[config.mk]
export PLATFORM = sky130hd
export DESIGN_NAME = wdt_top
export DESIGN_NICKNAME = d
export VERILOG_FILES = /design/src/inc/wdt_pkg.sv /design/src/hdl/wdt_prescaler.sv /design/src/hdl/wdt_top.sv
export VERILOG_INCLUDE_DIRS = /design/src /design/src/inc
export SDC_FILE = /design/constraint.sdc
export NUM_CORES = 1
export LEC_CHECK = 0
export ABC_AREA = 1
export BUFFER_PORTS_ARGS = -buffer_cell sky130_fd_sc_hd__buf_2
export CAP_MARGIN = 0
export CORE_MARGIN = 2
export CORE_UTILIZATION = 39
export DETAILED_ROUTE_END_ITERATION = 8
export SYNTH_ARGS = -nofsm -noshare
export SYNTH_HDL_FRONTEND = slang
export SYNTH_SLANG_ARGS = --single-unit
[constraint.sdc]
create_clock -name i_clk -period 1.85 [get_ports i_clk]
set_input_delay 0.2775 -clock i_clk [delete_from_list [all_inputs] [get_ports i_clk]]
set_output_delay 0.2775 -clock i_clk [all_outputs]
set_load 0.01 [all_outputs]
[src/inc/wdt_params.svh]
`ifndef WDT_PARAMS_SVH
`define WDT_PARAMS_SVH

// counter and prescaler
`define WDT_CNT_W        16
`define WDT_CNT_MAX      16'hFFFF
`define WDT_CNT_ONE      16'h0001
`define WDT_DIV_FAST     256
`define WDT_DIV_SLOW     16384
`define WDT_PRE_W        14

// default reload: 256 ticks of /256 = 65536 clocks, 6.55 ms at 10 MHz
`define WDT_RELOAD_RST   16'hFF00
`define WDT_DIV_SEL_RST  1'h0

// register port
`define WDT_ADDR_W       8
`define WDT_DATA_W       16
`define WDT_OFF_CTRL     8'h00
`define WDT_OFF_RELOAD   8'h04
`define WDT_OFF_COUNT    8'h08
`define WDT_OFF_STATE    8'h0C
`define WDT_OFF_ISTS     8'h10
`define WDT_OFF_ICLR     8'h14
`define WDT_OFF_IEN      8'h18

// field positions
`define WDT_CTRL_DIV_BIT 0
`define WDT_EV_W         2
`define WDT_EV_WARN      0
`define WDT_EV_RESET     1
`define WDT_ST_ON_BIT    0
`define WDT_ST_WARN_BIT  1
`define WDT_ST_RST_BIT   2

`endif

[src/inc/wdt_pkg.sv]
`include "wdt_params.svh"

package wdt_pkg;

  typedef enum logic [1:0] {
    WDT_OFF,
    WDT_RUN,
    WDT_WARN,
    WDT_RESET
  } wdt_state_e;

  // core instructions, one-cycle pulses
  typedef struct packed {
    logic watchdog_enable_instr;
    logic watchdog_disable_instr;
    logic service;
  } wdt_cmd_s;

  // register port request
  typedef struct packed {
    logic [`WDT_ADDR_W-1:0] addr;
    logic [`WDT_DATA_W-1:0] wdata;
    logic                   wr;
    logic                   rd;
  } wdt_bus_s;

  typedef struct packed {
    wdt_state_e             st;
    logic [`WDT_CNT_W-1:0]  cnt;
    logic [`WDT_CNT_W-1:0]  watchdog_reload_value;
    logic                   div_sel;
    logic [`WDT_EV_W-1:0]   sts;
    logic [`WDT_EV_W-1:0]   ien;
    logic                   irq;
    logic                   rst_req;
    logic [`WDT_DATA_W-1:0] rdata;
  } wdt_regs_s;

  typedef struct packed {
    logic [`WDT_PRE_W-1:0] cnt;
  } wdt_pre_s;

endpackage

[src/hdl/wdt_prescaler.sv]
`timescale 1ns/10ps
`default_nettype none
`include "wdt_params.svh"

module wdt_prescaler
  import wdt_pkg::*;
#(
  parameter int DIV_SLOW = `WDT_DIV_SLOW
) (
  // clock and reset
  input  wire logic i_clk,
  input  wire logic i_rst_n,
  input  wire logic i_ce,
  // control
  input  wire logic i_clr,
  input  wire logic i_run,
  input  wire logic i_slow,
  // tick to the counter
  output logic      o_tick
);

  localparam logic [`WDT_PRE_W-1:0] LAST_FAST =
    `WDT_PRE_W'(`WDT_DIV_FAST - 1);
  localparam logic [`WDT_PRE_W-1:0] LAST_SLOW =
    `WDT_PRE_W'(DIV_SLOW - 1);

  wdt_pre_s             r_q;
  wdt_pre_s             r_d;
  logic [`WDT_PRE_W-1:0] last;

  assign last   = i_slow ? LAST_SLOW : LAST_FAST;
  assign o_tick = i_run && !i_clr && (r_q.cnt >= last);

  always_comb begin
    r_d = r_q;
    if (i_clr || !i_run || o_tick) begin
      r_d.cnt = '0;
    end else begin
      r_d.cnt = r_q.cnt + `WDT_PRE_W'(1);
    end
  end

  always_ff @(posedge i_clk) begin
    if (!i_rst_n) begin
      r_q.cnt <= '0;
    end else if (i_ce) begin
      r_q <= r_d;
    end
  end

  a_tick_spacing : assert property (@(posedge i_clk) disable iff (!i_rst_n)
    i_ce && o_tick |=> (r_q.cnt == '0))
    else $error("prescaler did not restart after tick");

endmodule

`default_nettype wire

[src/hdl/wdt_top.sv]
// Chosen here: the plain strobed port and the placing of the registers.
`timescale 1ns/10ps
`default_nettype none
`include "wdt_params.svh"

// Overview of operation
// - application reset leaves the watchdog enabled and counting
// - disable and enable instructions act at once, in any state except the reset-request state
// - missed service: prewarning interrupt first, then a reset request
// - 16-bit counter advancing on system clock divided by 16384 or 256
// - counter loads from a software-programmed reload register
// - each service in the run or prewarning state reloads the counter and clears the prescaler together
// - default setup gives about 6.5 ms timeout at 10 MHz

module wdt_top
  import wdt_pkg::*;
#(
  parameter int DIV_SLOW = `WDT_DIV_SLOW
) (
  // clock, reset and freeze
  input  wire logic                   i_clk,
  input  wire logic                   i_rst_n,
  input  wire logic                   i_ce,
  // core instructions
  input  wire wdt_cmd_s               i_cmd,
  // register port
  input  wire wdt_bus_s               i_bus,
  output logic [`WDT_DATA_W-1:0]      o_rdata,
  // events
  output logic                        o_irq,
  output logic                        o_reset_req
);

  ////////////////////////////////////////////////////////////////////////////
  // declarations

  wdt_regs_s             r_q;
  wdt_regs_s             r_d;
  logic                  tick;
  logic                  running;
  logic                  svc_ok;
  logic                  ovf;
  logic                  pre_clr;
  logic [`WDT_EV_W-1:0]  ev_set;
  logic [`WDT_EV_W-1:0]  ev_clr;
  logic [`WDT_DATA_W-1:0] rd_val;
  logic [`WDT_DATA_W-1:0] state_word;

  function automatic logic hit(
    input logic [`WDT_ADDR_W-1:0] a,
    input logic [`WDT_ADDR_W-1:0] off
  );
    return a == off;
  endfunction

  ////////////////////////////////////////////////////////////////////////////
  // prescaler

  assign running = (r_q.st == WDT_RUN) || (r_q.st == WDT_WARN);
  assign svc_ok  = i_cmd.service && running;
  // a service restarts the prescaler in the same cycle as the reload
  assign pre_clr = svc_ok;

  wdt_prescaler #(
    .DIV_SLOW (DIV_SLOW)
  ) u_pre (
    .i_clk   (i_clk),
    .i_rst_n (i_rst_n),
    .i_ce    (i_ce),
    .i_clr   (pre_clr),
    .i_run   (running),
    .i_slow  (r_q.div_sel),
    .o_tick  (tick)
  );

  ////////////////////////////////////////////////////////////////////////////
  // events

  // overflow is the tick that would carry past the maximum count
  assign ovf = running && tick && !svc_ok &&
               (r_q.cnt == `WDT_CNT_MAX);

  always_comb begin
    ev_set = '0;
    ev_set[`WDT_EV_WARN]  = ovf && (r_q.st == WDT_RUN);
    ev_set[`WDT_EV_RESET] = ovf && (r_q.st == WDT_WARN);
  end

  always_comb begin
    ev_clr = '0;
    if (i_bus.wr && hit(i_bus.addr, `WDT_OFF_ICLR)) begin
      ev_clr = i_bus.wdata[`WDT_EV_W-1:0];
    end
  end

  ////////////////////////////////////////////////////////////////////////////
  // read mux

  always_comb begin
    state_word = '0;
    state_word[`WDT_ST_ON_BIT]   = (r_q.st != WDT_OFF);
    state_word[`WDT_ST_WARN_BIT] = (r_q.st == WDT_WARN);
    state_word[`WDT_ST_RST_BIT]  = (r_q.st == WDT_RESET);
  end

  always_comb begin
    rd_val = '0;
    if (hit(i_bus.addr, `WDT_OFF_CTRL)) begin
      rd_val[`WDT_CTRL_DIV_BIT] = r_q.div_sel;
    end else if (hit(i_bus.addr, `WDT_OFF_RELOAD)) begin
      rd_val = r_q.watchdog_reload_value;
    end else if (hit(i_bus.addr, `WDT_OFF_COUNT)) begin
      rd_val = r_q.cnt;
    end else if (hit(i_bus.addr, `WDT_OFF_STATE)) begin
      rd_val = state_word;
    end else if (hit(i_bus.addr, `WDT_OFF_ISTS)) begin
      rd_val[`WDT_EV_W-1:0] = r_q.sts;
    end else if (hit(i_bus.addr, `WDT_OFF_IEN)) begin
      rd_val[`WDT_EV_W-1:0] = r_q.ien;
    end
  end

  ////////////////////////////////////////////////////////////////////////////
  // next state

  always_comb begin
    r_d = r_q;

    // disable beats enable when both arrive together
    case (r_q.st)
      WDT_OFF: begin
        if (i_cmd.watchdog_enable_instr &&
            !i_cmd.watchdog_disable_instr) begin
          r_d.st = WDT_RUN;
        end
      end
      WDT_RUN: begin
        if (i_cmd.watchdog_disable_instr) begin
          r_d.st = WDT_OFF;
        end else if (ovf) begin
          r_d.st = WDT_WARN;
        end
      end
      WDT_WARN: begin
        if (i_cmd.watchdog_disable_instr) begin
          r_d.st = WDT_OFF;
        end else if (svc_ok) begin
          r_d.st = WDT_RUN;
        end else if (ovf) begin
          r_d.st = WDT_RESET;
        end
      end
      WDT_RESET: begin
        // held until the next application reset
        r_d.st = WDT_RESET;
      end
      default: begin
        r_d.st = WDT_RUN;
      end
    endcase

    // counter: reload on service or overflow, else count up on tick
    if (svc_ok || ovf) begin
      r_d.cnt = r_q.watchdog_reload_value;
    end else if (running && tick) begin
      r_d.cnt = r_q.cnt + `WDT_CNT_ONE;
    end

    // software writes
    if (i_bus.wr) begin
      if (hit(i_bus.addr, `WDT_OFF_CTRL)) begin
        r_d.div_sel = i_bus.wdata[`WDT_CTRL_DIV_BIT];
      end else if (hit(i_bus.addr, `WDT_OFF_RELOAD)) begin
        r_d.watchdog_reload_value = i_bus.wdata;
      end else if (hit(i_bus.addr, `WDT_OFF_IEN)) begin
        r_d.ien = i_bus.wdata[`WDT_EV_W-1:0];
      end
    end

    // sticky status: a new event wins over a clear in the same cycle
    r_d.sts = (r_q.sts & ~ev_clr) | ev_set;

    r_d.irq     = |(r_d.sts & r_d.ien);
    r_d.rst_req = (r_d.st == WDT_RESET);

    // read data live for exactly one cycle after the strobe
    r_d.rdata = i_bus.rd ? rd_val : '0;
  end

  ////////////////////////////////////////////////////////////////////////////
  // state register

  always_ff @(posedge i_clk) begin
    if (!i_rst_n) begin
      r_q.st                    <= WDT_RUN;
      r_q.cnt                   <= `WDT_RELOAD_RST;
      r_q.watchdog_reload_value <= `WDT_RELOAD_RST;
      r_q.div_sel               <= `WDT_DIV_SEL_RST;
      r_q.sts                   <= '0;
      r_q.ien                   <= '0;
      r_q.irq                   <= 1'b0;
      r_q.rst_req               <= 1'b0;
      r_q.rdata                 <= '0;
    end else if (i_ce) begin
      r_q <= r_d;
    end
  end

  assign o_rdata     = r_q.rdata;
  assign o_irq       = r_q.irq;
  assign o_reset_req = r_q.rst_req;

  ////////////////////////////////////////////////////////////////////////////
  // assertions

  a_reset_enabled : assert property (@(posedge i_clk) disable iff (1'b0)
    !i_rst_n |=> (r_q.st == WDT_RUN) && !o_reset_req)
    else $error("watchdog not enabled after reset");

  a_default_cfg : assert property (@(posedge i_clk) disable iff (1'b0)
    !i_rst_n |=> (r_q.cnt == `WDT_RELOAD_RST) &&
                 (r_q.div_sel == `WDT_DIV_SEL_RST))
    else $error("default interval setup wrong after reset");

  a_disable_now : assert property (@(posedge i_clk) disable iff (!i_rst_n)
    i_ce && i_cmd.watchdog_disable_instr && (r_q.st != WDT_RESET)
    |=> (r_q.st == WDT_OFF))
    else $error("disable instruction not honoured at once");

  a_enable_now : assert property (@(posedge i_clk) disable iff (!i_rst_n)
    i_ce && i_cmd.watchdog_enable_instr &&
    !i_cmd.watchdog_disable_instr && (r_q.st == WDT_OFF)
    |=> (r_q.st == WDT_RUN))
    else $error("enable instruction not honoured at once");

  a_warn_first : assert property (@(posedge i_clk) disable iff (!i_rst_n)
    i_ce && ovf && (r_q.st == WDT_RUN) && !i_cmd.watchdog_disable_instr
    |=> (r_q.st == WDT_WARN) && r_q.sts[`WDT_EV_WARN] &&
        !o_reset_req)
    else $error("first overflow did not raise prewarning");

  a_reset_after : assert property (@(posedge i_clk) disable iff (!i_rst_n)
    i_ce && ovf && (r_q.st == WDT_WARN) && !i_cmd.watchdog_disable_instr
    |=> o_reset_req ##1 o_reset_req)
    else $error("second overflow did not request reset");

  a_count_step : assert property (@(posedge i_clk) disable iff (!i_rst_n)
    i_ce && running && tick && !svc_ok && !ovf
    |=> (r_q.cnt == $past(r_q.cnt) + `WDT_CNT_ONE))
    else $error("counter did not advance by one on tick");

  a_count_hold : assert property (@(posedge i_clk) disable iff (!i_rst_n)
    i_ce && !tick && !svc_ok && !i_bus.wr
    |=> $stable(r_q.cnt))
    else $error("counter moved without a prescaler tick");

  a_ovf_reload : assert property (@(posedge i_clk) disable iff (!i_rst_n)
    i_ce && ovf |=> (r_q.cnt == $past(r_q.watchdog_reload_value)))
    else $error("overflow did not load reload value");

  a_service_load : assert property (@(posedge i_clk) disable iff (!i_rst_n)
    i_ce && svc_ok
    |=> (r_q.cnt == $past(r_q.watchdog_reload_value)) &&
        (u_pre.r_q.cnt == '0))
    else $error("service did not reload counter and clear prescaler");

  a_service_cmd : assert property (@(posedge i_clk) disable iff (!i_rst_n)
    i_ce && svc_ok && (r_q.st == WDT_WARN) &&
    !i_cmd.watchdog_disable_instr
    |=> (r_q.st == WDT_RUN) ##1 !o_reset_req)
    else $error("service in prewarning did not restart counting");

  a_irq_level : assert property (@(posedge i_clk) disable iff (!i_rst_n)
    o_irq == |(r_q.sts & r_q.ien))
    else $error("interrupt output disagrees with enabled status");

  a_sticky_set : assert property (@(posedge i_clk) disable iff (!i_rst_n)
    i_ce && |ev_set |=> |(r_q.sts & $past(ev_set)))
    else $error("event lost against a simultaneous clear");

  a_rdata_once : assert property (@(posedge i_clk) disable iff (!i_rst_n)
    i_ce && !i_bus.rd |=> (o_rdata == '0))
    else $error("read data present without a read strobe");

endmodule

`default_nettype wire

==> out/summary.txt, run 1 <==
RUN STATUS
---------------------------------------------------------------------------------
Result of the run .................................................. finished, violations left
Violations in the final reports .................................... setup timing

CLOCK NETWORK
---------------------------------------------------------------------------------
Number of levels in the clock H-tree ...............................            3
Skew-Pair Late Insertion Delay .....................................      0.35 ns
Quantity of hold-fixing buffers added after cts ....................            0
Maximum number of buffers from clock root to sink ..................            2
Total clock buffers created by CTS .................................            9
CTS root buf ....................................................... sky130_fd_sc_hd__clkbuf_8
CTS sink cnt .......................................................           71
Clock slew seen by the registers of the worst setup and hold paths .      0.09 ns
TritonCTS clock tree ...............................................         done

SYNTH
---------------------------------------------------------------------------------
Post-synthesis net count ...........................................          609
Post-synth top area share ..........................................        0.361
Part of the Yosys area used for sequential elements ................        0.361
Unique cell type count in the Yosys netlist ........................           40
Total of warnings raised by yosys ..................................            0
Main area contributors after synthesis ............................. sky130_fd_sc_hd__dfxtp_1, sky130_fd_sc_hd__nand2_1, sky130_fd_sc_hd__a21oi_1, sky130_fd_sc_hd__inv_1, sky130_fd_sc_hd__o21ai_0
Avg Inst Size Synth ................................................   6.98 sq um
Synth Instances ....................................................          565
Top cell type by total area after synthesis ........................ sky130_fd_sc_hd__dfxtp_1
Number of synthesized register bits ................................           71
Mapped cell area ...................................................   3940 sq um

TIMING
---------------------------------------------------------------------------------
Worst Skew .........................................................    0.0166 ns
RSZ-0062 raised after global routing ...............................         true
Final hold violations ..............................................            0
Final setup fails ..................................................           19
Smallest setup slack after layout ..................................    -0.115 ns
Post-route fraction of the period consumed by the critical path ....         1.06
Worst rel slew slack ...............................................        0.679
Pin slew with the least headroom to its limit ......................     0.480 ns
Highest clock rate .................................................      509 MHz
Shortest period the worst path allows ..............................      1.96 ns
Max-slew violations ................................................            0

GLOBAL ROUTING
---------------------------------------------------------------------------------
Met1 usage .........................................................        0.253
Number of antenna violations at the first check in global routing ..            0
Largest net degree at the start of global routing ..................           33
GRT Residual Overflow ..............................................            0
M2 GR Usage ........................................................        0.336
Total routing resource utilization after global routing ............        0.198
GR peak layer ......................................................         met2
Met3 Usage GRT .....................................................       0.0376
Global-route wire length before repair .............................      17.7 mm
Number of global-route vias before repair ..........................        3,755

FLOORPLANNING
---------------------------------------------------------------------------------
Full die area ...................................................... 10,900 sq um
Effective utilization at floorplan .................................        0.403
Floorplan row count ................................................           36
Die span in x ......................................................       105 um
Die Span Y .........................................................       105 um
Top Ports ..........................................................           50
Core footprint .....................................................   9770 sq um

FINISH
---------------------------------------------------------------------------------
Final net count ....................................................          684
Share of cells above drive strength 1 ..............................        0.279
FF/Latch Area ......................................................   1430 sq um
Post-route core utilization ........................................        0.512
Synthesis-to-layout area growth ....................................        27.0%
Count of fill cells added during filler insertion ..................          979
Combined area of the multi-input logic cells .......................   2230 sq um
ANT cells ..........................................................            0

DRT
---------------------------------------------------------------------------------
Detailed-route DRC error count .....................................            0
Final Routed Wirelength ............................................      10.9 mm
Routed via count ...................................................        3,956
Wire length per cell ...............................................      14.0 um
Residual antenna-violating net count after detailed routing ........            0
First-pass detailed-route iteration total ..........................            5
Starting DRT DRC Count .............................................          157
Vias per cell ......................................................         5.08

WORST SETUP PATH
---------------------------------------------------------------------------------
Maximum fanout along the worst path ................................            7
CP required ........................................................      2.12 ns
Source of the worst register-to-register timing path ............... r_q[22]$_SDFFE_PN0P_
Critical Path Start ................................................ r_q[22]$_SDFFE_PN0P_
Critical Path, Cell by Cell ........................................ inv_8 > ha_4 > nand2_1 > inv_1 > nand2_2 > inv_2 > nand3_4 > nand2_4 > nand3_4 > buf_6 > nand2_2 > nand2_2 > a21oi_4 > nor2_2 > a211oi_2
Critical Path Start Type ...........................................     register
Crit path kind .....................................................   reg -> reg
CP max-delay cell .................................................. sky130_fd_sc_hd__dfxtp_4
Crit. End Element ..................................................     register
Data arrival time of the worst path ................................      2.23 ns
Peak per-stage delay on the critical path ..........................      0.38 ns
Most used cell, CP ................................................. sky130_fd_sc_hd__nand2_2

MIN PATH
---------------------------------------------------------------------------------
Classification of the worst-slack hold path ........................    in -> reg
Startpoint of the most critical hold path ..........................    i_bus[11]

PLACE
---------------------------------------------------------------------------------
# port buffers .....................................................           49
HPWL after detailed placement ......................................      7.67 mm
Worst slack at placement ...........................................    -0.238 ns
Final RePlAce weighted congestion ..................................        0.856

JOB
---------------------------------------------------------------------------------
Count of maximum capacitance violations ............................            0

PWR
---------------------------------------------------------------------------------
PwrDens ............................................................  682 nW/um^2
Worst supply voltage drop on vdd ...................................     0.423 mV
Leakage dissipation ................................................   0.00224 uW

==> worst paths after layout <==
path                             end  slack (ns)  cells after the start
max             r_q[56]$_SDFFE_PN0P_       -0.11                     15
min             r_q[32]$_SDFFE_PN1P_        0.13                      3
max reg2reg     r_q[56]$_SDFFE_PN0P_       -0.11                     15
min reg2reg  o_rdata[2]$_SDFFE_PN0P_        0.46                      2
==> metrics by stage <==
stage	power, uW	setup TNS (ns)	std cells	hold WS (ns)	cell area, sq um
floorplan	1910	0	565	0.404	3940
global placement	2090	-1.41	755	0.453	4490
detailed placement	2100	-3.44	755	0.452	4490
CTS	3420	-1.53	777	0.120	4860
global route	3580	-3.75	778	0.132	5010
finish	3420	-1.39	778	0.133	5010
==> cell usage in the layout (no fill, tap or decap), types with 10 or more instances in the layout <==
cell                       instances
sky130_fd_sc_hd__nand2_2          11
sky130_fd_sc_hd__buf_2            49
sky130_fd_sc_hd__buf_4            44
sky130_fd_sc_hd__nor2_1           35
sky130_fd_sc_hd__o211ai_1         10
sky130_fd_sc_hd__o21ai_0          26
sky130_fd_sc_hd__o21ai_1          25
sky130_fd_sc_hd__nand3_1          21
sky130_fd_sc_hd__inv_1            61
sky130_fd_sc_hd__nand2_1         112
sky130_fd_sc_hd__dfxtp_1          69
sky130_fd_sc_hd__nor3_1           14
sky130_fd_sc_hd__a21oi_1          55
==> logic make-up after synthesis <==
kind of cell             Yosys count  synth area share
flip-flops                        71             0.361
adder cells (fa/ha/maj)           12            0.0381
AO/OA/AOI/OAI                    140             0.194
buffers and inverters            108             0.129
XOR/XNOR                          11            0.0244
AND/OR/NAND/NOR                  223             0.254
==> synth_stat cells, drive strengths merged <==
master,instances
a21oi,60
a31oi,1
nor3,15
xor2,7
nand3,26
nand4,5
nor2,43
nor3b,4
o22ai,5
o21ai,58
inv,68
o221ai,1
or2,2
nand2,126
a211oi,2
ha,12
o21bai,1
o21a,1
clkbuf,13
xnor2,4
nor4,2
buf,27
dfxtp,71
o211ai,11
==> flip-flops by register name, indices dropped and copies added, names as in the netlist <==
| name | cells |
|---|---|
| r_q | 39 |
| o_rdata | 16 |
| o_irq | 1 |
| o_reset_req | 1 |
| u_pre.r_q | 14 |
==> layer usage <==
layer  vias up  routed length [um]
li1       1995                   -
met1      1824                4980
met2       122                5230
met3        15                 527
met4         0                 136
met5         -                   0
==> timing repair <==
action                     CTS  global route
pin swaps                    7            10
setup endpoints to repair   24            26
cloned                       0             0
buffers inserted             6             1
gates resized for setup     35            35
==> report_power, final <==
part	internal (uW)	switching [uW]	total [uW]
clock	630	645	1280
sequential	1560	27.0	1590
combinational	236	315	551
total	2430	987	3420
==> critical path, delay by kind of cell (launching register included) <==
kind	cells	cell delay [ns]
AO/OA/AOI/OAI	2	0.33
buffers and inverters	4	0.35
flip-flops	1	0.38
adder cells (fa/ha/maj)	1	0.27
AND/OR/NAND/NOR	8	0.57
==> area by class of cell <==
cell class,count,area share
Multi-Input combinational cell,386,0.446
Sequential cell,71,0.285
Timing Repair Buffer,104,0.143
Inverter,68,0.0535
Tap cell,133,0.0332
Clock buffer,10,0.0255
Clock inverter,6,0.0140
No activity file was read; power rests on OpenSTA's default activity.
==> inputs of run 2 (changes only) <==
--- a/config.mk
+++ b/config.mk
@@ -9,9 +9,12 @@
 export ABC_AREA = 1
 export BUFFER_PORTS_ARGS = -buffer_cell sky130_fd_sc_hd__buf_2
 export CAP_MARGIN = 0
+export CELL_PAD_IN_SITES_DETAIL_PLACEMENT = 0
+export CELL_PAD_IN_SITES_GLOBAL_PLACEMENT = 1
 export CORE_MARGIN = 2
-export CORE_UTILIZATION = 39
+export CORE_UTILIZATION = 38
 export DETAILED_ROUTE_END_ITERATION = 8
+export PLACE_DENSITY_LB_ADDON = 0.1
 export SYNTH_ARGS = -nofsm -noshare
 export SYNTH_HDL_FRONTEND = slang
 export SYNTH_SLANG_ARGS = --single-unit
==> run 2 against run 1 <==
Net effect: the run still ends with setup timing left; critical path depth unchanged; maximum frequency is 3.5% lower; non-clock buffer count rose by 5; die area increased by 2.5%; worst hold slack improved by 0.00076 ns; combinational power fell by 3%; utilization down 1.5 points; global-route usage increased by 0.34 points; register-to-register slack lost 0.07 ns; first-iteration DRC count decreased by 3.8%; setup slack got worse by 0.070 ns; via count shrank 2.8%.
==> out/summary.txt, run 2 (same netlist as run 1, synthesis figures left out) <==
FINISH
---------------------------------------------------------------------------------
Post-route cell area ...............................................   5060 sq um   +1.1%
ANT cells ..........................................................            0   unchanged
Combined area of the multi-input logic cells .......................   2200 sq um   -1.2%
Largest Register ...................................................          r_q
Most common library cell in the layout ignoring fill and taps ...... sky130_fd_sc_hd__nand2_1
Most used cells in the layout excluding fill and tap cells ......... sky130_fd_sc_hd__nand2_1, sky130_fd_sc_hd__dfxtp_1, sky130_fd_sc_hd__inv_1, sky130_fd_sc_hd__a21oi_1, sky130_fd_sc_hd__buf_4
Largest register FFs ...............................................           39   unchanged
FF/Latch Area ......................................................   1420 sq um   -0.26%
Final net count ....................................................          690   +0.88%
Share of cells above drive strength 1 ..............................        0.270   -0.00872
Synthesis-to-layout area growth ....................................        28.4%
Count of fill cells added during filler insertion ..................        1,064   +8.7%

RUN STATUS
---------------------------------------------------------------------------------
Violations in the final reports .................................... setup timing
Result of the run .................................................. finished, violations left

GLOBAL ROUTING
---------------------------------------------------------------------------------
Total routing resource utilization after global routing ............        0.201   +0.00344
Global-route wire length before repair .............................      17.8 mm   +0.39%
Number of antenna violations at the first check in global routing ..            0   unchanged
Largest net degree at the start of global routing ..................           28   -15%
GRT Residual Overflow ..............................................            0   unchanged
Number of global-route vias before repair ..........................        3,765   +0.27%

TIMING
---------------------------------------------------------------------------------
RSZ-0062 raised after global routing ...............................         true
Worst rel slew slack ...............................................        0.699   +0.0193
Shortest period the worst path allows ..............................      2.03 ns   +0.0703 ns
Worst Skew .........................................................    0.0112 ns   -0.00539 ns
Highest clock rate .................................................      491 MHz   -3.5%
Post-route fraction of the period consumed by the critical path ....         1.10   +0.0380
Max-slew violations ................................................            0   unchanged
Min Hold Slack .....................................................     0.134 ns   +0.000764 ns
Final setup fails ..................................................           22   +3
Pin slew with the least headroom to its limit ......................     0.451 ns   -0.0295 ns
Smallest setup slack after layout ..................................    -0.185 ns   -0.0703 ns
Final hold violations ..............................................            0   unchanged

DRT
---------------------------------------------------------------------------------
Wire length per cell ...............................................      14.1 um   +0.56%
Vias per cell ......................................................         4.89   -3.9%
Final Routed Wirelength ............................................      11.1 mm   +1.7%
Starting DRT DRC Count .............................................          151   -3.8%
Detailed-route DRC error count .....................................            0   unchanged
Residual antenna-violating net count after detailed routing ........            0   unchanged
Routed via count ...................................................        3,847   -2.8%
First-pass detailed-route iteration total ..........................            4   -1

PWR
---------------------------------------------------------------------------------
Sequential share of power ..........................................        0.446   -0.019
Leakage dissipation ................................................   0.00229 uW   +2.1%
Switching part of the total ........................................        0.272   -0.0171
Part of the power in combinational logic ...........................        0.150   -0.011
Total power of the final layout ....................................      3560 uW   +4.2%
Internal portion of total power ....................................      2590 uW   +6.7%
Share of power burned in the clock network .........................        0.404   +0.031
PwrDens ............................................................  703 nW/um^2   +3.0%
Worst supply voltage drop on vdd ...................................     0.383 mV   -9.5%
Net switching power of the design ..................................       968 uW   -2.0%

MIN PATH
---------------------------------------------------------------------------------
End point of the most critical hold path ........................... r_q[32]$_SDFFE_PN1P_
Startpoint of the most critical hold path ..........................    i_bus[11]
Hold Path Depth ....................................................            3   unchanged
Classification of the worst-slack hold path ........................    in -> reg

WORST SETUP PATH
---------------------------------------------------------------------------------
Source of the worst register-to-register timing path ............... r_q[22]$_SDFFE_PN0P_
Worst reg2reg path depth ...........................................           15   unchanged
Setup slack, reg-to-reg ............................................     -0.18 ns   -0.07 ns
Critical Path Start Type ...........................................     register
CP required ........................................................      2.10 ns   -0.02 ns
Crit path kind .....................................................   reg -> reg
Worst R2R End ...................................................... r_q[46]$_SDFFE_PN0P_
Data arrival time of the worst path ................................      2.28 ns   +0.05 ns
Maximum fanout along the worst path ................................            9   +2
Crit. End Element ..................................................     register

PLACE
---------------------------------------------------------------------------------
Worst slack at placement ...........................................    -0.214 ns   +0.0241 ns
Final RePlAce weighted congestion ..................................        0.842   -1.6%
# port buffers .....................................................           49   unchanged
Area post-placement ................................................   4510 sq um   +0.42%
HPWL after detailed placement ......................................      8.09 mm   +5.4%

CLOCK NETWORK
---------------------------------------------------------------------------------
CTS sink cnt .......................................................           71   unchanged
Total clock buffers created by CTS .................................            9   unchanged
TritonCTS clock tree ...............................................         done
CTS root buf ....................................................... sky130_fd_sc_hd__clkbuf_8
Number of levels in the clock H-tree ...............................            3   unchanged
Skew-Pair Late Insertion Delay .....................................      0.35 ns   about the same
Maximum number of buffers from clock root to sink ..................            2   unchanged
Clock slew seen by the registers of the worst setup and hold paths .      0.08 ns   about the same

FLOORPLANNING
---------------------------------------------------------------------------------
Die Span Y .........................................................       106 um   +1.3%
Top Ports ..........................................................           50   unchanged
Die span in x ......................................................       106 um   +1.3%
Floorplan row count ................................................           37   +2.8%
Full die area ...................................................... 11,200 sq um   +2.5%
Effective utilization at floorplan .................................        0.387   -0.0162
Core footprint ..................................................... 10,200 sq um   +4.2%

JOB
---------------------------------------------------------------------------------
Count of maximum capacitance violations ............................            0   unchanged

run 2: worst max path at each step:
stage,cells past startpoint,endpoint,slack [ns],from
3_5_place_dp,12,r_q[54]$_SDFFE_PN1P_,-0.21,r_q[22]$_SDFFE_PN0P_
6_report,15,r_q[46]$_SDFFE_PN0P_,-0.18,r_q[22]$_SDFFE_PN0P_
2_1_floorplan,15,r_q[40]$_SDFFE_PN0P_,0.006,r_q[22]$_SDFFE_PN0P_
5_1_grt,15,r_q[46]$_SDFFE_PN0P_,-0.30,r_q[22]$_SDFFE_PN0P_
3_3_place_gp,16,r_q[55]$_SDFFE_PN1P_,-0.16,r_q[22]$_SDFFE_PN0P_
4_1_cts,16,r_q[55]$_SDFFE_PN1P_,-0.15,r_q[22]$_SDFFE_PN0P_
run 2: final cells by class:
type | instances | share of cell area
inverters | 68 | 0.0534
clock buffers | 10 | 0.0272
multi-input cells | 387 | 0.435
clock inverters | 6 | 0.0185
repair buffers | 109 | 0.151
well taps | 136 | 0.0336
flip-flops and latches | 71 | 0.281
run 2: metal layers:
layer	routed length [um]	vias up	part of all wire	GRT usage
li1	-	2003	-	-
met1	5200	1767	0.47	0.254
met2	5330	63	0.48	0.341
met3	331	14	0.030	0.0284
met4	193	0	0.017	0.0893
met5	0	-	0	0
run 2: power groups by stage:
stage / Sequential (uW) / Combinational [uW] / Clock [uW]
3_5_place_dp: 1620 / 464 / 0
2_1_floorplan: 1630 / 280 / 0
4_1_cts: 1590 / 495 / 1480
3_3_place_gp: 1620 / 461 / 0
6_report: 1590 / 535 / 1440
5_1_grt: 1590 / 594 / 1540
run 2: critical path, cell delays in order, from the launching register on:
cell and delay (ns):
sky130_fd_sc_hd__dfxtp_2 0.37, sky130_fd_sc_hd__inv_6 0.07, sky130_fd_sc_hd__ha_4 0.27, sky130_fd_sc_hd__nand2_1 0.04
sky130_fd_sc_hd__inv_1 0.07, sky130_fd_sc_hd__nand2_2 0.07, sky130_fd_sc_hd__nor2_2 0.12, sky130_fd_sc_hd__nor2_4 0.06
sky130_fd_sc_hd__nand2_4 0.08, sky130_fd_sc_hd__nand2_2 0.07, sky130_fd_sc_hd__a21oi_4 0.21, sky130_fd_sc_hd__buf_12 0.15
sky130_fd_sc_hd__buf_8 0.13, sky130_fd_sc_hd__nand2_1 0.05, sky130_fd_sc_hd__o21ai_1 0.11, sky130_fd_sc_hd__inv_1 0.05
run 2: what timing repair did:
item	in CTS	in global routing
hold buffers	0	0
resized for setup	22	31
setup endpoints to repair	22	27
pin swaps	9	5
buffers inserted	5	5
gates cloned	1	0
run 2: stage by stage:
stage,setup TNS (ns),utilization,cells
2_1_floorplan,0,-,565
3_3_place_gp,-2.14,0.443,760
3_5_place_dp,-3.15,0.443,760
4_1_cts,-2.14,0.482,782
5_1_grt,-5.69,0.497,787
6_report,-2.60,0.497,787
==> inputs of run 3 (changes only) <==
--- a/config.mk
+++ b/config.mk
@@ -8,13 +8,13 @@
 export LEC_CHECK = 0
 export ABC_AREA = 1
 export BUFFER_PORTS_ARGS = -buffer_cell sky130_fd_sc_hd__buf_2
-export CAP_MARGIN = 0
 export CELL_PAD_IN_SITES_DETAIL_PLACEMENT = 0
 export CELL_PAD_IN_SITES_GLOBAL_PLACEMENT = 1
 export CORE_MARGIN = 2
-export CORE_UTILIZATION = 38
+export CORE_UTILIZATION = 39
+export CTS_BUF_LIST = sky130_fd_sc_hd__clkbuf_8
 export DETAILED_ROUTE_END_ITERATION = 8
-export PLACE_DENSITY_LB_ADDON = 0.1
+export PLACE_DENSITY = 0.85
 export SYNTH_ARGS = -nofsm -noshare
 export SYNTH_HDL_FRONTEND = slang
 export SYNTH_SLANG_ARGS = --single-unit
==> run 3 against run 2 <==
Net effect: register-to-register slack about the same; worst hold slack about the same; sequential share of layout area down 0.16 points; the run still ends with setup timing left.
==> out/summary.txt, run 3 (same netlist as run 1, synthesis figures left out) <==
PWR
---------------------------------------------------------------------------------
Leakage dissipation ................................................   0.00231 uW   +0.90%
Worst supply voltage drop on vdd ...................................     0.361 mV   -5.9%
PwrDens ............................................................  674 nW/um^2   -4.2%
Total power of the final layout ....................................      3440 uW   -3.5%

DRT
---------------------------------------------------------------------------------
Residual antenna-violating net count after detailed routing ........            0   unchanged
First-pass detailed-route iteration total ..........................            4   unchanged
Wire length per cell ...............................................      14.1 um   +0.23%
Routed via count ...................................................        3,972   +3.2%
Starting DRT DRC Count .............................................          175   +16%
Detailed-route DRC error count .....................................            0   unchanged
Final Routed Wirelength ............................................      11.1 mm   about the same
Vias per cell ......................................................         5.05   +3.4%

CLOCK NETWORK
---------------------------------------------------------------------------------
TritonCTS clock tree ...............................................         done
Quantity of hold-fixing buffers added after cts ....................            0   unchanged
CTS sink cnt .......................................................           71   unchanged
Total clock buffers created by CTS .................................            9   unchanged
Skew-Pair Late Insertion Delay .....................................      0.35 ns   about the same
Number of levels in the clock H-tree ...............................            3   unchanged
Maximum number of buffers from clock root to sink ..................            2   unchanged
Clock slew seen by the registers of the worst setup and hold paths .      0.08 ns   about the same
CTS root buf ....................................................... sky130_fd_sc_hd__clkbuf_8

FLOORPLANNING
---------------------------------------------------------------------------------
Full die area ...................................................... 10,900 sq um   -2.5%
Floorplan row count ................................................           36   -2.7%
Die span in x ......................................................       105 um   -1.2%
Die Span Y .........................................................       105 um   -1.2%
Core footprint .....................................................   9770 sq um   -4.0%
Top Ports ..........................................................           50   unchanged
Effective utilization at floorplan .................................        0.403   +0.0162

FINISH
---------------------------------------------------------------------------------
Largest register FFs ...............................................           39   unchanged
Share of cells above drive strength 1 ..............................        0.289   +0.0191
Synthesis-to-layout area growth ....................................        29.4%
Post-route core utilization ........................................        0.522   +0.0247
Final Instance Count excl. Fillers .................................          786   -0.13%
Largest Register ...................................................          r_q
Most common library cell in the layout ignoring fill and taps ...... sky130_fd_sc_hd__nand2_1
Most used cells in the layout excluding fill and tap cells ......... sky130_fd_sc_hd__nand2_1, sky130_fd_sc_hd__dfxtp_1, sky130_fd_sc_hd__inv_1, sky130_fd_sc_hd__a21oi_1, sky130_fd_sc_hd__buf_4
Final net count ....................................................          692   +0.29%
ANT cells ..........................................................            0   unchanged

JOB
---------------------------------------------------------------------------------
Count of maximum capacitance violations ............................            0   unchanged

TIMING
---------------------------------------------------------------------------------
Post-route fraction of the period consumed by the critical path ....         1.10   +0.00420
Highest clock rate .................................................      490 MHz   -0.38%
Worst rel slew slack ...............................................        0.660   -0.0388
RSZ-0062 raised after global routing ...............................         true
Smallest setup slack after layout ..................................    -0.193 ns   -0.00777 ns
Max-slew violations ................................................            0   unchanged
Shortest period the worst path allows ..............................      2.04 ns   +0.00777 ns
Setup TNS ..........................................................     -3.70 ns   -1.09 ns
Worst Skew .........................................................   0.00906 ns   -0.00219 ns
Final setup fails ..................................................           35   +59%
Pin slew with the least headroom to its limit ......................     0.509 ns   +0.0581 ns
Final hold violations ..............................................            0   unchanged

WORST SETUP PATH
---------------------------------------------------------------------------------
CP max-delay cell .................................................. sky130_fd_sc_hd__dfxtp_4
Top cell family by delay on the critical path ...................... compound AO/OA/AOI/OAI gates
Maximum fanout along the worst path ................................           12   +3
Crit. End Element ..................................................     register
CP required ........................................................      2.15 ns   +0.05 ns
Critical Path Start Type ...........................................     register
Peak per-stage delay on the critical path ..........................      0.38 ns   about the same
Sum of buffers and inverters on the critical path ..................            4   -1
Critical Path, Cell by Cell ........................................ inv_8 > ha_4 > nand2_2 > inv_2 > nand2_4 > nor2_4 > nor2_4 > nand2_4 > nand2_2 > a21oi_4 > buf_12 > o21ai_1 > a21oi_1 > o21ai_1 > inv_1
Crit path kind .....................................................   reg -> reg
Data arrival time of the worst path ................................      2.34 ns   +0.06 ns

GLOBAL ROUTING
---------------------------------------------------------------------------------
GRT Residual Overflow ..............................................            0   unchanged
Number of antenna violations at the first check in global routing ..            0   unchanged
Number of global-route vias before repair ..........................        3,872   +2.8%
Total routing resource utilization after global routing ............        0.205   +0.00374
Largest net degree at the start of global routing ..................           25   -11%
Global-route wire length before repair .............................      18.1 mm   +1.8%

PLACE
---------------------------------------------------------------------------------
Final RePlAce weighted congestion ..................................        0.935   +11%
HPWL after detailed placement ......................................      7.80 mm   -3.5%
Worst slack at placement ...........................................    -0.240 ns   -0.0258 ns
# port buffers .....................................................           49   unchanged
Post-placement cell count ..........................................          761   +0.13%

RUN STATUS
---------------------------------------------------------------------------------
Result of the run .................................................. finished, violations left
Violations in the final reports .................................... setup timing

MIN PATH
---------------------------------------------------------------------------------
Classification of the worst-slack hold path ........................    in -> reg

==> run 3: repair_timing <==
action,4_1_cts,5_1_grt
endpoints found under the setup margin,26,36
setup buffers,7,1
gates cloned,1,0
resized for setup,28,40
pin swaps,13,12
==> run 3: through the flow <==
step | instance area, sq um | hold WS (ns)
floorplan | 3940 | 0.404
global placement | 4550 | 0.449
detailed placement | 4550 | 0.451
CTS | 4960 | 0.124
global route | 5100 | 0.143
finish | 5100 | 0.134
==> run 3: cell type report <==
type                            instances  area (sq um)
Sequential cell                        71          1430
Inverter                               68           273
Clock buffer                           10           138
Tap cell                              133           166
Clock inverter                          6          68.8
Timing Repair Buffer                  111           783
Fill cell                             984          4670
Multi-Input combinational cell        387          2250
==> run 3: worst min-delay path, cell delays in order <==
cell and delay (ns):
sky130_fd_sc_hd__buf_2 0.07, sky130_fd_sc_hd__nand2_1 0.04, sky130_fd_sc_hd__nand3_1 0.06
==> run 3: worst paths after layout <==
path              slack, ns  depth (start not counted)                        to                      from
hold reg to reg        0.46                          2  o_rdata[11]$_SDFFE_PN0P_  o_rdata[11]$_SDFFE_PN0P_
hold / removal         0.13                          3      r_q[33]$_SDFFE_PN1P_                 i_bus[12]
setup / recovery      -0.19                         15      r_q[46]$_SDFFE_PN0P_      r_q[22]$_SDFFE_PN0P_
setup reg to reg      -0.19                         15      r_q[46]$_SDFFE_PN0P_      r_q[22]$_SDFFE_PN0P_
==> run 3: metal layers <==
layer	share of wire	vias up	GRT usage
li1	-	2014	-
met2	0.48	92	0.347
met3	0.054	27	0.0320
met1	0.44	1839	0.254
met4	0.029	0	0.0975
met5	0	-	0
==> run 3: power breakdown <==
group / leakage [uW] / switching (uW) / internal (uW) / total [uW]
clock: 0.000103 / 645 / 667 / 1310
sequential: 0.000576 / 24.6 / 1560 / 1590
combinational: 0.00163 / 311 / 225 / 536
total: 0.00231 / 981 / 2450 / 3440
